$ cat config.mk
export PLATFORM = sky130hd
export DESIGN_NAME = sprr_top
export DESIGN_NICKNAME = d
export VERILOG_FILES = /design/src/hw/sprr_pkg.sv /design/src/hw/sprr_sync.sv /design/src/hw/sprr_top.sv
export SDC_FILE = /design/constraint.sdc
export NUM_CORES = 2
export LEC_CHECK = 0
export BUFFER_PORTS_ARGS = -buffer_cell sky130_fd_sc_hd__clkbuf_2
export CELL_PAD_IN_SITES_DETAIL_PLACEMENT = 1
export CELL_PAD_IN_SITES_GLOBAL_PLACEMENT = 1
export CORE_ASPECT_RATIO = 1.25
export CORE_MARGIN = 5
export CORE_UTILIZATION = 38
export DETAILED_ROUTE_END_ITERATION = 12
export GPL_TIMING_DRIVEN = 0
export PLACE_DENSITY = 0.63
export SYNTH_ARGS = -nofsm -noshare
export SYNTH_HDL_FRONTEND = slang
export SYNTH_SLANG_ARGS = --single-unit
$ cat constraint.sdc
create_clock -name i_clk -period 21.2 [get_ports i_clk]
set_input_delay 3.18 -clock i_clk [delete_from_list [all_inputs] [get_ports i_clk]]
set_output_delay 3.18 -clock i_clk [all_outputs]
set_load 0.1 [all_outputs]
$ cat src/hw/sprr_pkg.sv
package sprr_pkg;

   // ****************************************************************
   // parameter identifiers on the command link
   // ****************************************************************
   localparam logic [7:0] ID_RAMP_ACCEL_TIME    = 8'h35;
   localparam logic [7:0] ID_POSITION_GAIN      = 8'h6a;
   localparam logic [7:0] ID_INTEGRAL_CONSTANT  = 8'h6b;
   localparam logic [7:0] ID_DERIVATIVE_GAIN    = 8'h6c;
   localparam logic [7:0] ID_INTEGRAL_LIMIT     = 8'h71;
   localparam logic [7:0] ID_ZERO_OFFSET        = 8'h72;
   localparam logic [7:0] ID_RESOLVER_ZERO_CORR = 8'h75;
   localparam logic [7:0] ID_HOMING_APPROACH    = 8'h76;
   localparam logic [7:0] ID_HOMING_RETURN      = 8'h77;
   localparam logic [7:0] ID_HOMING_START       = 8'h78;
   localparam logic [7:0] ID_TOL_WINDOW         = 8'h79;
   localparam logic [7:0] ID_RAMP_LIMIT_DECEL   = 8'h7c;
   localparam logic [7:0] ID_STATUS             = 8'h7d;
   localparam logic [7:0] ID_HOMING_CONFIG      = 8'h7e;
   localparam logic [7:0] ID_ZERO_CAPTURE       = 8'h7f;

   // ****************************************************************
   // reset values
   // ****************************************************************
   localparam logic [15:0] RST_POSITION_GAIN   = 16'h0046;
   localparam logic [15:0] RST_HOMING_APPROACH = 16'h0bb8;
   localparam logic [15:0] RST_HOMING_RETURN   = 16'h01f4;
   localparam logic [15:0] RST_TOL_WINDOW      = 16'h0064;
   localparam logic [15:0] RST_ZERO            = 16'h0000;

   // ****************************************************************
   // homing config fields
   // ****************************************************************
   localparam int CFG_SRC_LSB      = 0;
   localparam int CFG_DECEL_LIMIT  = 2;
   localparam int CFG_RESOLVER     = 3;
   localparam logic [1:0] SRC_POSITIVE_END = 2'h0;
   localparam logic [1:0] SRC_NEGATIVE_END = 2'h1;
   localparam logic [1:0] SRC_SEPARATE     = 2'h2;

   // ****************************************************************
   // scaling and timing
   // ****************************************************************
   localparam logic signed [15:0] FULL_SCALE_SPEED = 16'sh7fff;
   localparam int          INTEG_LIMIT_SCALE = 327;
   localparam int          CURRENT_SHIFT     = 8;
   localparam int          CLK_MHZ           = 250;
   localparam int          CYCLES_PER_MS     = CLK_MHZ * 1000;
   localparam int          ENABLE_SETTLE_US  = 5000;
   localparam int          ENABLE_SETTLE_CYC = ENABLE_SETTLE_US * CLK_MHZ;

   typedef enum logic [2:0] {
      HS_IDLE      = 3'h0,
      HS_APPROACH  = 3'h1,
      HS_DECEL     = 3'h3,
      HS_RETURN    = 3'h2,
      HS_SEEK_ZERO = 3'h6,
      HS_DONE      = 3'h7
   } sprr_home_t;

   typedef struct packed {
      logic        wr;
      logic        rd;
      logic [7:0]  id;
      logic [15:0] wdata;
   } sprr_par_req_t;

   typedef struct packed {
      logic        en;
      logic        settled;
      logic [31:0] settle_cnt;
      logic signed [31:0] pos_cmd;
      logic signed [31:0] pos_act;
      logic signed [15:0] err_prev;
      logic signed [31:0] integ;
      logic signed [15:0] current;
      logic        in_window;
      logic signed [15:0] speed;
      logic [39:0] ramp_acc;
      sprr_home_t  hstate;
      logic        second_pass;
      logic        home_done;
      logic [15:0] zero_capture;
      logic [15:0] res_prev;
      logic        sw_prev;
      logic        step_prev;
      logic        zero_prev;
      logic [1:0]  din_prev;
      logic [15:0] gain;
      logic [15:0] integ_k;
      logic [15:0] deriv_k;
      logic [15:0] integ_limit;
      logic [15:0] tol;
      logic [15:0] offset;
      logic [15:0] accel_time;
      logic [15:0] reso_corr;
      logic [15:0] approach;
      logic [15:0] ret_speed;
      logic [15:0] limit_decel;
      logic [3:0]  cfg;
      logic [15:0] rdata;
      logic        rvalid;
   } sprr_state_t;

endpackage

$ cat src/hw/sprr_sync.sv
`timescale 1ns/100ps
`default_nettype none
module sprr_sync #(
   parameter int W = 1
) (
   input  wire logic         i_clk,
   input  wire logic         i_arst_n,
   input  wire logic [W-1:0] i_d,
   output logic      [W-1:0] o_q
);
   logic [W-1:0] meta_q;

   always_ff @(posedge i_clk or negedge i_arst_n) begin
      if (!i_arst_n) begin
         meta_q <= '0;
         o_q    <= '0;
      end else begin
         meta_q <= i_d;
         o_q    <= meta_q;
      end
   end
endmodule
`default_nettype wire

$ cat src/hw/sprr_top.sv
`timescale 1ns/100ps
`default_nettype none
// What this block does
// RULE_01 - error is command minus actual position
// RULE_02 - in-window flag while error below tolerance
// RULE_03 - enable takes target as active command
// RULE_04 - loop runs with enables, permissions, gain
// RULE_05 - p, i, d and integral limit give current
// RULE_06 - full speed is 32767, decel time reported
// RULE_07 - homing starts on input or command
// RULE_08 - motion commands ignored until 5 ms
// RULE_09 - approach switch, overrun, then reverse
// RULE_10 - return homing_approach_speed edge or zero pulse (code returns at ret_speed, the homing return speed)
// RULE_11 - single loop positive, double negative
// RULE_12 - incremental zero at following zero pulse
// RULE_13 - resolver captures angle at switch edge
// RULE_14 - resolver result corrected by programmed value
// RULE_15 - signed offset shifts mechanical zero
// RULE_16 - source: positive, negative or separate switch
// RULE_17 - homing decel from accel or limit ramp
// RULE_18 - saturating 32-bit position, clamped integral
// RULE_19 - disable aborts homing, clears in-window
module sprr_top
   import sprr_pkg::*;
#(
   parameter int SETTLE_CYCLES = ENABLE_SETTLE_CYC
) (
   input  wire logic                 i_clk,
   input  wire logic                 i_arst_n,
   input  wire logic                 i_ena,
   input  wire logic                 i_go,
   input  wire logic                 i_lim_pos_ok,
   input  wire logic                 i_lim_neg_ok,
   input  wire logic                 i_ref_switch,
   input  wire logic                 i_digital_in_one,
   input  wire logic                 i_digital_in_two,
   input  wire logic                 i_enc_step,
   input  wire logic                 i_enc_dir,
   input  wire logic                 i_enc_zero,
   input  wire logic [15:0]          i_resolver_angle,
   input  wire logic signed [31:0]   i_pos_target,
   input  wire logic                 i_target_load,
   input  wire sprr_par_req_t        i_par,
   output logic [15:0]               o_par_rdata,
   output logic                      o_par_rvalid,
   output logic signed [31:0]        o_pos_error,
   output logic signed [31:0]        o_pos_actual,
   output logic                      o_in_window,
   output logic signed [15:0]        o_current_cmd,
   output logic signed [15:0]        o_speed_cmd,
   output logic [15:0]               o_decel_time_ms,
   output logic                      o_homing_busy,
   output logic                      o_homing_done
);

   // ****************************************************************
   // pin synchronisers
   // ****************************************************************
   logic [9:0] pins_s;

   sprr_sync #(.W(10)) u_sync (
      .i_clk    (i_clk),
      .i_arst_n (i_arst_n),
      .i_d      ({i_enc_zero, i_enc_dir, i_enc_step, i_digital_in_two, i_digital_in_one,
                  i_ref_switch, i_lim_neg_ok, i_lim_pos_ok, i_go, i_ena}),
      .o_q      (pins_s)
   );

   logic ena_s, go_s, lpos_s, lneg_s, ref_s, digital_in_one_s, digital_in_two_s, step_s, dir_s, zero_s;
   assign {zero_s, dir_s, step_s, digital_in_two_s, digital_in_one_s, ref_s, lneg_s, lpos_s, go_s, ena_s} = pins_s;

   // ****************************************************************
   // helpers
   // ****************************************************************
   function automatic logic signed [31:0] sat_add(input logic signed [31:0] a,
                                                  input logic signed [31:0] b);
      logic signed [32:0] s;
      s = 33'(a) + 33'(b);
      if (s > 33'sh0_7fff_ffff)
         return 32'sh7fff_ffff;
      else if (s < -33'sh0_7fff_ffff)
         return -32'sh7fff_ffff;
      else
         return s[31:0];
   endfunction

   function automatic logic signed [15:0] sat16(input logic signed [33:0] v);
      if (v > 34'sh0_7fff)
         return 16'sh7fff;
      else if (v < -34'sh0_7fff)
         return -16'sh7fff;
      else
         return v[15:0];
   endfunction

   sprr_state_t s_q, s_d;

   // ****************************************************************
   // next-state logic
   // ****************************************************************
   logic               en_now, start_req, motion_ok, loop_on, sw_now, sw_rise, zero_rise, step_rise;
   logic               dir_neg;
   logic signed [31:0] err, ilim, delta, iacc;
   logic signed [15:0] err16, ret_target, corr_angle;
   logic signed [31:0] pterm, dterm, iinc;
   logic [15:0]        ramp_ms;
   logic [39:0]        ramp_thr;
   logic [1:0]         src;

   always_comb begin
      s_d        = s_q;
      src        = s_q.cfg[CFG_SRC_LSB +: 2];
      en_now     = ena_s & go_s;
      motion_ok  = en_now & s_q.settled;
      s_d.en     = en_now;
      s_d.rvalid = 1'b0;

      // enable settle window: motion commands wait it out
      if (!en_now) begin
         s_d.settle_cnt = '0;
         s_d.settled    = 1'b0;
      end else if (!s_q.settled) begin
         s_d.settle_cnt = s_q.settle_cnt + 32'h0000_0001;
         s_d.settled    = (s_q.settle_cnt >= 32'(SETTLE_CYCLES - 1));          // see RULE_08
      end

      // parameter writes
      start_req = 1'b0;
      if (i_par.wr) begin
         unique case (i_par.id)
            ID_RAMP_ACCEL_TIME:    s_d.accel_time  = i_par.wdata;
            ID_POSITION_GAIN:      s_d.gain        = i_par.wdata;
            ID_INTEGRAL_CONSTANT:  s_d.integ_k     = i_par.wdata;
            ID_DERIVATIVE_GAIN:    s_d.deriv_k     = i_par.wdata;
            ID_INTEGRAL_LIMIT:     s_d.integ_limit = i_par.wdata;
            ID_ZERO_OFFSET:        s_d.offset      = i_par.wdata;
            ID_RESOLVER_ZERO_CORR: s_d.reso_corr   = i_par.wdata;
            ID_HOMING_APPROACH:    s_d.approach    = i_par.wdata;
            ID_HOMING_RETURN:      s_d.ret_speed   = i_par.wdata;
            ID_HOMING_START:       start_req       = 1'b1;                      // see RULE_07
            ID_TOL_WINDOW:         s_d.tol         = i_par.wdata;
            ID_RAMP_LIMIT_DECEL:   s_d.limit_decel = i_par.wdata;
            ID_HOMING_CONFIG:      s_d.cfg         = i_par.wdata[3:0];
            default: ;
         endcase
      end
      // digital start inputs act on their rising edge
      s_d.din_prev = {digital_in_two_s, digital_in_one_s};
      if ((digital_in_one_s & ~s_q.din_prev[0]) | (digital_in_two_s & ~s_q.din_prev[1]))
         start_req = 1'b1;                                                      // see RULE_07

      // parameter reads, answer one cycle later
      if (i_par.rd) begin
         s_d.rvalid = 1'b1;
         unique case (i_par.id)
            ID_RAMP_ACCEL_TIME:    s_d.rdata = s_q.accel_time;
            ID_POSITION_GAIN:      s_d.rdata = s_q.gain;
            ID_INTEGRAL_CONSTANT:  s_d.rdata = s_q.integ_k;
            ID_DERIVATIVE_GAIN:    s_d.rdata = s_q.deriv_k;
            ID_INTEGRAL_LIMIT:     s_d.rdata = s_q.integ_limit;
            ID_ZERO_OFFSET:        s_d.rdata = s_q.offset;
            ID_RESOLVER_ZERO_CORR: s_d.rdata = s_q.reso_corr;
            ID_HOMING_APPROACH:    s_d.rdata = s_q.approach;
            ID_HOMING_RETURN:      s_d.rdata = s_q.ret_speed;
            ID_TOL_WINDOW:         s_d.rdata = s_q.tol;
            ID_RAMP_LIMIT_DECEL:   s_d.rdata = s_q.limit_decel;
            ID_HOMING_CONFIG:      s_d.rdata = {12'h000, s_q.cfg};
            ID_ZERO_CAPTURE:       s_d.rdata = s_q.zero_capture;
            ID_STATUS:             s_d.rdata = {9'h000, s_q.hstate, s_q.home_done, s_q.in_window,
                                               s_q.settled, s_q.en};
            default:               s_d.rdata = 16'h0000;
         endcase
      end

      // actual position from incremental steps or resolver angle deltas
      step_rise     = step_s & ~s_q.step_prev;
      s_d.step_prev = step_s;
      s_d.res_prev  = i_resolver_angle;
      if (s_q.cfg[CFG_RESOLVER])
         delta = 32'(signed'(i_resolver_angle - s_q.res_prev));
      else if (step_rise)
         delta = dir_s ? -32'sh0000_0001 : 32'sh0000_0001;
      else
         delta = '0;
      s_d.pos_act = sat_add(s_q.pos_act, delta);                                // see RULE_18

      // command position
      if (en_now && !s_q.en)
         s_d.pos_cmd = i_pos_target;                                            // see RULE_03
      else if (motion_ok && i_target_load)
         s_d.pos_cmd = i_pos_target;                                            // see RULE_08
      else if (!en_now)
         s_d.pos_cmd = s_q.pos_act;

      err   = sat_add(s_q.pos_cmd, -s_q.pos_act);                               // see RULE_01
      err16 = sat16(34'(err));
      // tolerance is unsigned: compare as signed so that negative errors count as inside
      s_d.in_window = en_now && (err < signed'(32'(s_q.tol))) && (err > -signed'(32'(s_q.tol))); // see RULE_02 RULE_19

      // position loop
      loop_on = en_now & lpos_s & lneg_s & (s_q.gain != 16'h0000)
                & (s_q.hstate == HS_IDLE || s_q.hstate == HS_DONE);            // see RULE_04
      pterm = 32'(signed'(s_q.gain)) * 32'(err16);
      dterm = 32'(signed'(s_q.deriv_k)) * 32'(sat16(34'(err16) - 34'(s_q.err_prev)));
      iinc  = 32'(signed'(s_q.integ_k)) * 32'(err16);
      ilim  = 32'(s_q.integ_limit) * 32'(INTEG_LIMIT_SCALE);
      iacc  = sat_add(s_q.integ, iinc);
      if (iacc > ilim)
         iacc = ilim;                                                           // see RULE_18
      else if (iacc < -ilim)
         iacc = -ilim;
      if (loop_on) begin
         s_d.integ    = iacc;
         s_d.err_prev = err16;
         s_d.current  = sat16((34'(pterm) + 34'(iacc) + 34'(dterm)) >>> CURRENT_SHIFT); // see RULE_05
      end else begin
         s_d.integ    = '0;
         s_d.err_prev = '0;
         s_d.current  = '0;
      end

      // homing switch source and direction
      unique case (src)
         SRC_NEGATIVE_END: sw_now = ~lneg_s;
         SRC_SEPARATE:     sw_now = ref_s;
         default:          sw_now = ~lpos_s;
      endcase                                                                   // see RULE_16
      dir_neg       = (src == SRC_NEGATIVE_END);
      sw_rise       = sw_now & ~s_q.sw_prev;
      s_d.sw_prev   = sw_now;
      zero_rise     = zero_s & ~s_q.zero_prev;
      s_d.zero_prev = zero_s;
      ret_target    = dir_neg ? signed'(s_q.ret_speed) : -signed'(s_q.ret_speed);
      ramp_ms       = s_q.cfg[CFG_DECEL_LIMIT] ? s_q.limit_decel : s_q.accel_time; // see RULE_17
      ramp_thr      = 40'(ramp_ms) * 40'(CYCLES_PER_MS);
      corr_angle    = signed'(i_resolver_angle - s_q.reso_corr);                // see RULE_14

      unique case (s_q.hstate)
         HS_IDLE, HS_DONE: begin
            s_d.speed = '0;
            if (motion_ok && start_req) begin
               s_d.hstate      = HS_APPROACH;
               s_d.second_pass = 1'b0;
               s_d.home_done   = 1'b0;
            end
         end
         HS_APPROACH: begin
            s_d.speed = dir_neg ? -signed'(s_q.approach) : signed'(s_q.approach); // see RULE_09
            if (sw_rise) begin
               s_d.hstate   = HS_DECEL;
               s_d.ramp_acc = '0;
            end
         end
         HS_DECEL: begin
            // overrun past the switch grows with approach speed and ramp length
            s_d.ramp_acc = s_q.ramp_acc + 40'(FULL_SCALE_SPEED);                // see RULE_06
            if (s_d.ramp_acc >= ramp_thr) begin
               s_d.ramp_acc = s_d.ramp_acc - ramp_thr;
               if (s_q.speed > ret_target)
                  s_d.speed = s_q.speed - 16'sh0001;
               else if (s_q.speed < ret_target)
                  s_d.speed = s_q.speed + 16'sh0001;
            end
            if (s_q.speed == ret_target)
               s_d.hstate = HS_RETURN;                                          // see RULE_09
         end
         HS_RETURN: begin
            s_d.speed = ret_target;                                             // see RULE_10
            if (sw_rise) begin
               if (dir_neg && !s_q.second_pass) begin
                  s_d.second_pass = 1'b1;                                       // see RULE_11
                  s_d.hstate      = HS_APPROACH;
               end else if (s_q.cfg[CFG_RESOLVER]) begin
                  s_d.zero_capture = i_resolver_angle;                          // see RULE_13
                  s_d.pos_act      = 32'(signed'(s_q.offset)) + 32'(corr_angle); // see RULE_15
                  s_d.hstate       = HS_DONE;
                  s_d.home_done    = 1'b1;
               end else begin
                  s_d.hstate = HS_SEEK_ZERO;
               end
            end
         end
         HS_SEEK_ZERO: begin
            s_d.speed = ret_target;
            if (zero_rise) begin
               s_d.pos_act   = 32'(signed'(s_q.offset));                        // see RULE_12 RULE_15
               s_d.hstate    = HS_DONE;
               s_d.home_done = 1'b1;
               s_d.speed     = '0;
            end
         end
         default: s_d.hstate = HS_IDLE;
      endcase

      if (!en_now) begin
         s_d.hstate = HS_IDLE;                                                  // see RULE_19
         s_d.speed  = '0;
      end
   end

   // ****************************************************************
   // state register
   // ****************************************************************
   always_ff @(posedge i_clk or negedge i_arst_n) begin
      if (!i_arst_n) begin
         s_q             <= '0;
         s_q.hstate      <= HS_IDLE;
         s_q.gain        <= RST_POSITION_GAIN;
         s_q.approach    <= RST_HOMING_APPROACH;
         s_q.ret_speed   <= RST_HOMING_RETURN;
         s_q.tol         <= RST_TOL_WINDOW;
         s_q.offset      <= RST_ZERO;
      end else begin
         s_q <= s_d;
      end
   end

   // ****************************************************************
   // outputs
   // ****************************************************************
   assign o_par_rdata     = s_q.rdata;
   assign o_par_rvalid    = s_q.rvalid;
   assign o_pos_actual    = s_q.pos_act;
   assign o_pos_error     = sat_add(s_q.pos_cmd, -s_q.pos_act);
   assign o_in_window     = s_q.in_window;
   assign o_current_cmd   = s_q.current;
   assign o_speed_cmd     = s_q.speed;
   assign o_decel_time_ms = s_q.cfg[CFG_DECEL_LIMIT] ? s_q.limit_decel : s_q.accel_time;
   assign o_homing_busy   = (s_q.hstate != HS_IDLE) && (s_q.hstate != HS_DONE);
   assign o_homing_done   = s_q.home_done;

endmodule
`default_nettype wire

==> flow_summary.toml <==
[drt]
vias_per_cell = 5.50
vias = 64528
routed_wl_um = 302000
drt_iter0_drc = 3550
post_drt_wl_per_cell_um = 25.8
drtAntennaViolNets = 0
route.detailed.drc = 0
dr.pass1.iters = 8

[status]
status = "finished, violations left"
violations = "max-capacitance violations, negative setup slack"

[timing]
finalHoldViolations = 0
rsz0062_at_grt = "yes"
skew_ns = 0.102
max_slew_margin_pct = 1.44
max_slew.worst_pin.slew_ns = 1.47
period_share_pct = 106
max_freq_mhz = 44.3
fin_ws_ns = -1.37
final.min_clock_period_ns = 22.57
setup_viol = 16
slew_viol_final = 0

[global_routing]
grt_usage_pct = 28.4
grt_pass1_wl_um = 453000
gr-total-overflow = 0
grt_max_degree = 100
antenna_found_initial = 20
grt_pass1_vias = 72075

[synth]
netlist_area_um2 = 76500
async_flop_share_pct = 100
syn-num-nets = 10364
synth_cells = 8505
synth_ff_type = "dfrtp_1"
ys_seq_area_share_pct = 15.7
synth-edff-count = 0
ys_warn_count = 0
synth_cell_type_count = 102
syn_area_per_cell_um2 = 8.99
synth-seq-cells = 478

[clock_tree]
cts_tree = "done"
cts.sink_count = 478
cts_made_buffers = 61
path_clk_slew_ns = 0.07
clk_latency_ns = 0.78
cts.htree.levels = 2
clockBufferDepth = 3
cts-root-buf = "clkbuf_16"

[critical_path]
cpMostUsedCell = "fa_1"
crit_path_max_incr_delay_ns = 0.62
worstPathArrival_ns = 23.11
path_class = "flop to flop"
critPathCaptureType = "flop"
crit_path_max_fanout = 10
startpoint_type = "flop"
required_ns = 21.73
cp_slowest_cell = "fa_1"

[floorplanning]
fp.dieH_um = 511
num_io_pins = 219
core_region_area_um2 = 201000
die_width_um = 411
start_util_pct = 38.1
die_area_um2 = 210000
fp-row-count = 184

[placement]
place_congestion = 0.952
placed_area_um2 = 81600
portBuffers = 217
hpwl_um = 251000

[finish]
fillers = 23493
postLayoutCellArea_um2 = 87900
layout-drive-gt1-share_pct = 14.7
seqCellArea_um2 = 12000
multiInputGateArea_um2 = 59400
finalNetCount = 10838
area_delta_synth_final_pct = 15.0

[job]
cap_violations = 1

[min_path]
hp-class = "flop to flop"
-- kinds of logic after synthesis --
logic type	Yosys count	synth area share, %
flops	478	15.7
compound gates	1436	12.5
simple gates	2285	14.6
buf+inv	1885	9.69
mux	260	3.72
fa+ha+maj	1790	39.5
xor+xnor	371	4.25
-- state kept, by name, summed over array words and instances (netlist names) --
signal,flops
o_current_cmd,16
u_sync.o_q,10
s_q,375
o_par_rdata,16
o_homing_done,1
o_par_rvalid,1
o_in_window,1
o_pos_actual,32
u_sync.meta_q,10
o_speed_cmd,16
-- path summary, 6_finish.rpt --
check	start	end	slack (ns)	cells past startpoint
worst max-delay path	o_pos_actual[6]	o_current_cmd[2]	-1.37	88
worst min-delay path	u_sync.meta_q[5]	u_sync.o_q[5]	0.35	0
worst max register to register	o_pos_actual[6]	o_current_cmd[2]	-1.37	88
worst min register to register	u_sync.meta_q[5]	u_sync.o_q[5]	0.35	0
max in group asynchronous	i_arst_n	s_q[60]	16.95	4
min in group asynchronous	i_arst_n	o_current_cmd[4]	2.42	1
-- per-stage QoR --
stage	worst slack, ns	util, %	instances	hold slack (ns)	TNS [ns]
floorplan	-0.0247	-	8505	0.331	-0.0247
global placement	-6.17	40.5	11419	0.332	-95.27
detailed placement	-6.34	40.7	11430	0.336	-98.44
CTS	-1.24	43.3	11684	0.351	-17.97
global route	-1.85	43.8	11728	0.354	-27.88
finish	-1.37	43.8	11739	0.349	-19.91
-- critical path: cells and delay by family, from the launching register on --
kind | cells | cell delay (ns)
AND/OR/NAND/NOR | 27 | 5.53
buffers and inverters | 17 | 2.24
adder cells (fa/ha/maj) | 18 | 8.51
XOR/XNOR | 2 | 0.40
flip-flops | 1 | 0.42
AO/OA/AOI/OAI | 24 | 5.16
-- cells in the final DEF (no fill, tap or decap), types with 267 or more instances in the layout --
cell,n
a21oi_1,300
and2_1,274
buf_4,269
dfrtp_1,448
fa_1,1023
ha_1,687
inv_1,1444
nand2_1,851
nor2_1,322
o21ai_0,267
-- synthesized netlist by cell type (all sizes together), types with 18 or more instances --
library cell | count | area [µm²]
o22ai | 43 | 269
xor2 | 124 | 1090
inv | 1472 | 5530
nor3b | 23 | 173
mux2 | 193 | 2170
a22oi | 66 | 495
a211o | 18 | 158
fa | 1047 | 21000
dfstp | 19 | 499
or2 | 24 | 150
o21a | 66 | 495
o21bai | 34 | 255
a221oi | 18 | 158
buf | 130 | 817
and3 | 68 | 425
nand4 | 61 | 382
nand2 | 862 | 3240
nand3 | 124 | 621
a21oi | 333 | 1670
a21o | 152 | 1140
nand2b | 97 | 607
ha | 725 | 9070
nor2b | 104 | 658
a222oi | 35 | 350
nor2 | 339 | 1270
a31oi | 37 | 231
xnor2 | 247 | 2160
a21boi | 26 | 195
mux2i | 67 | 671
nor4 | 38 | 244
o211ai | 41 | 308
nor3 | 123 | 621
dfrtp | 459 | 11500
or4 | 24 | 180
o21ai | 317 | 1590
a211oi | 56 | 420
or3 | 59 | 369
and2 | 293 | 1830
clkbuf | 281 | 1050
maj3 | 18 | 180
o31ai | 35 | 268
-- layer usage --
metal  global-route usage (%)  vias up  part of all wire [%]
li1                         -    28728                     -
met1                     33.1    33449                    38
met2                     51.1     1646                    51
met3                     3.66      693                   4.5
met4                     14.4       12                   6.4
met5                        0        -                 0.030
-- final cells by class --
class | count | area share [%]
plain buffers | 396 | 2.66
multi-input cells | 6143 | 67.6
clock buffers | 76 | 1.86
inverters | 1474 | 6.32
diodes | 12 | 0.0342
clock inverters | 38 | 0.659
flip-flops and latches | 478 | 13.7
well taps | 2697 | 3.84
repair buffers | 425 | 3.35
-- timing repair --
item	in CTS	in global routing
gates cloned	0	4
hold buffers	0	0
hold endpoints to repair	0	0
resized for setup	488	150
pin swaps	229	81
setup buffers	154	40
endpoints found under the setup margin	16	16
Power is not shown: default switching activity piles up to over one toggle a cycle in this logic, so the estimate is an artifact.
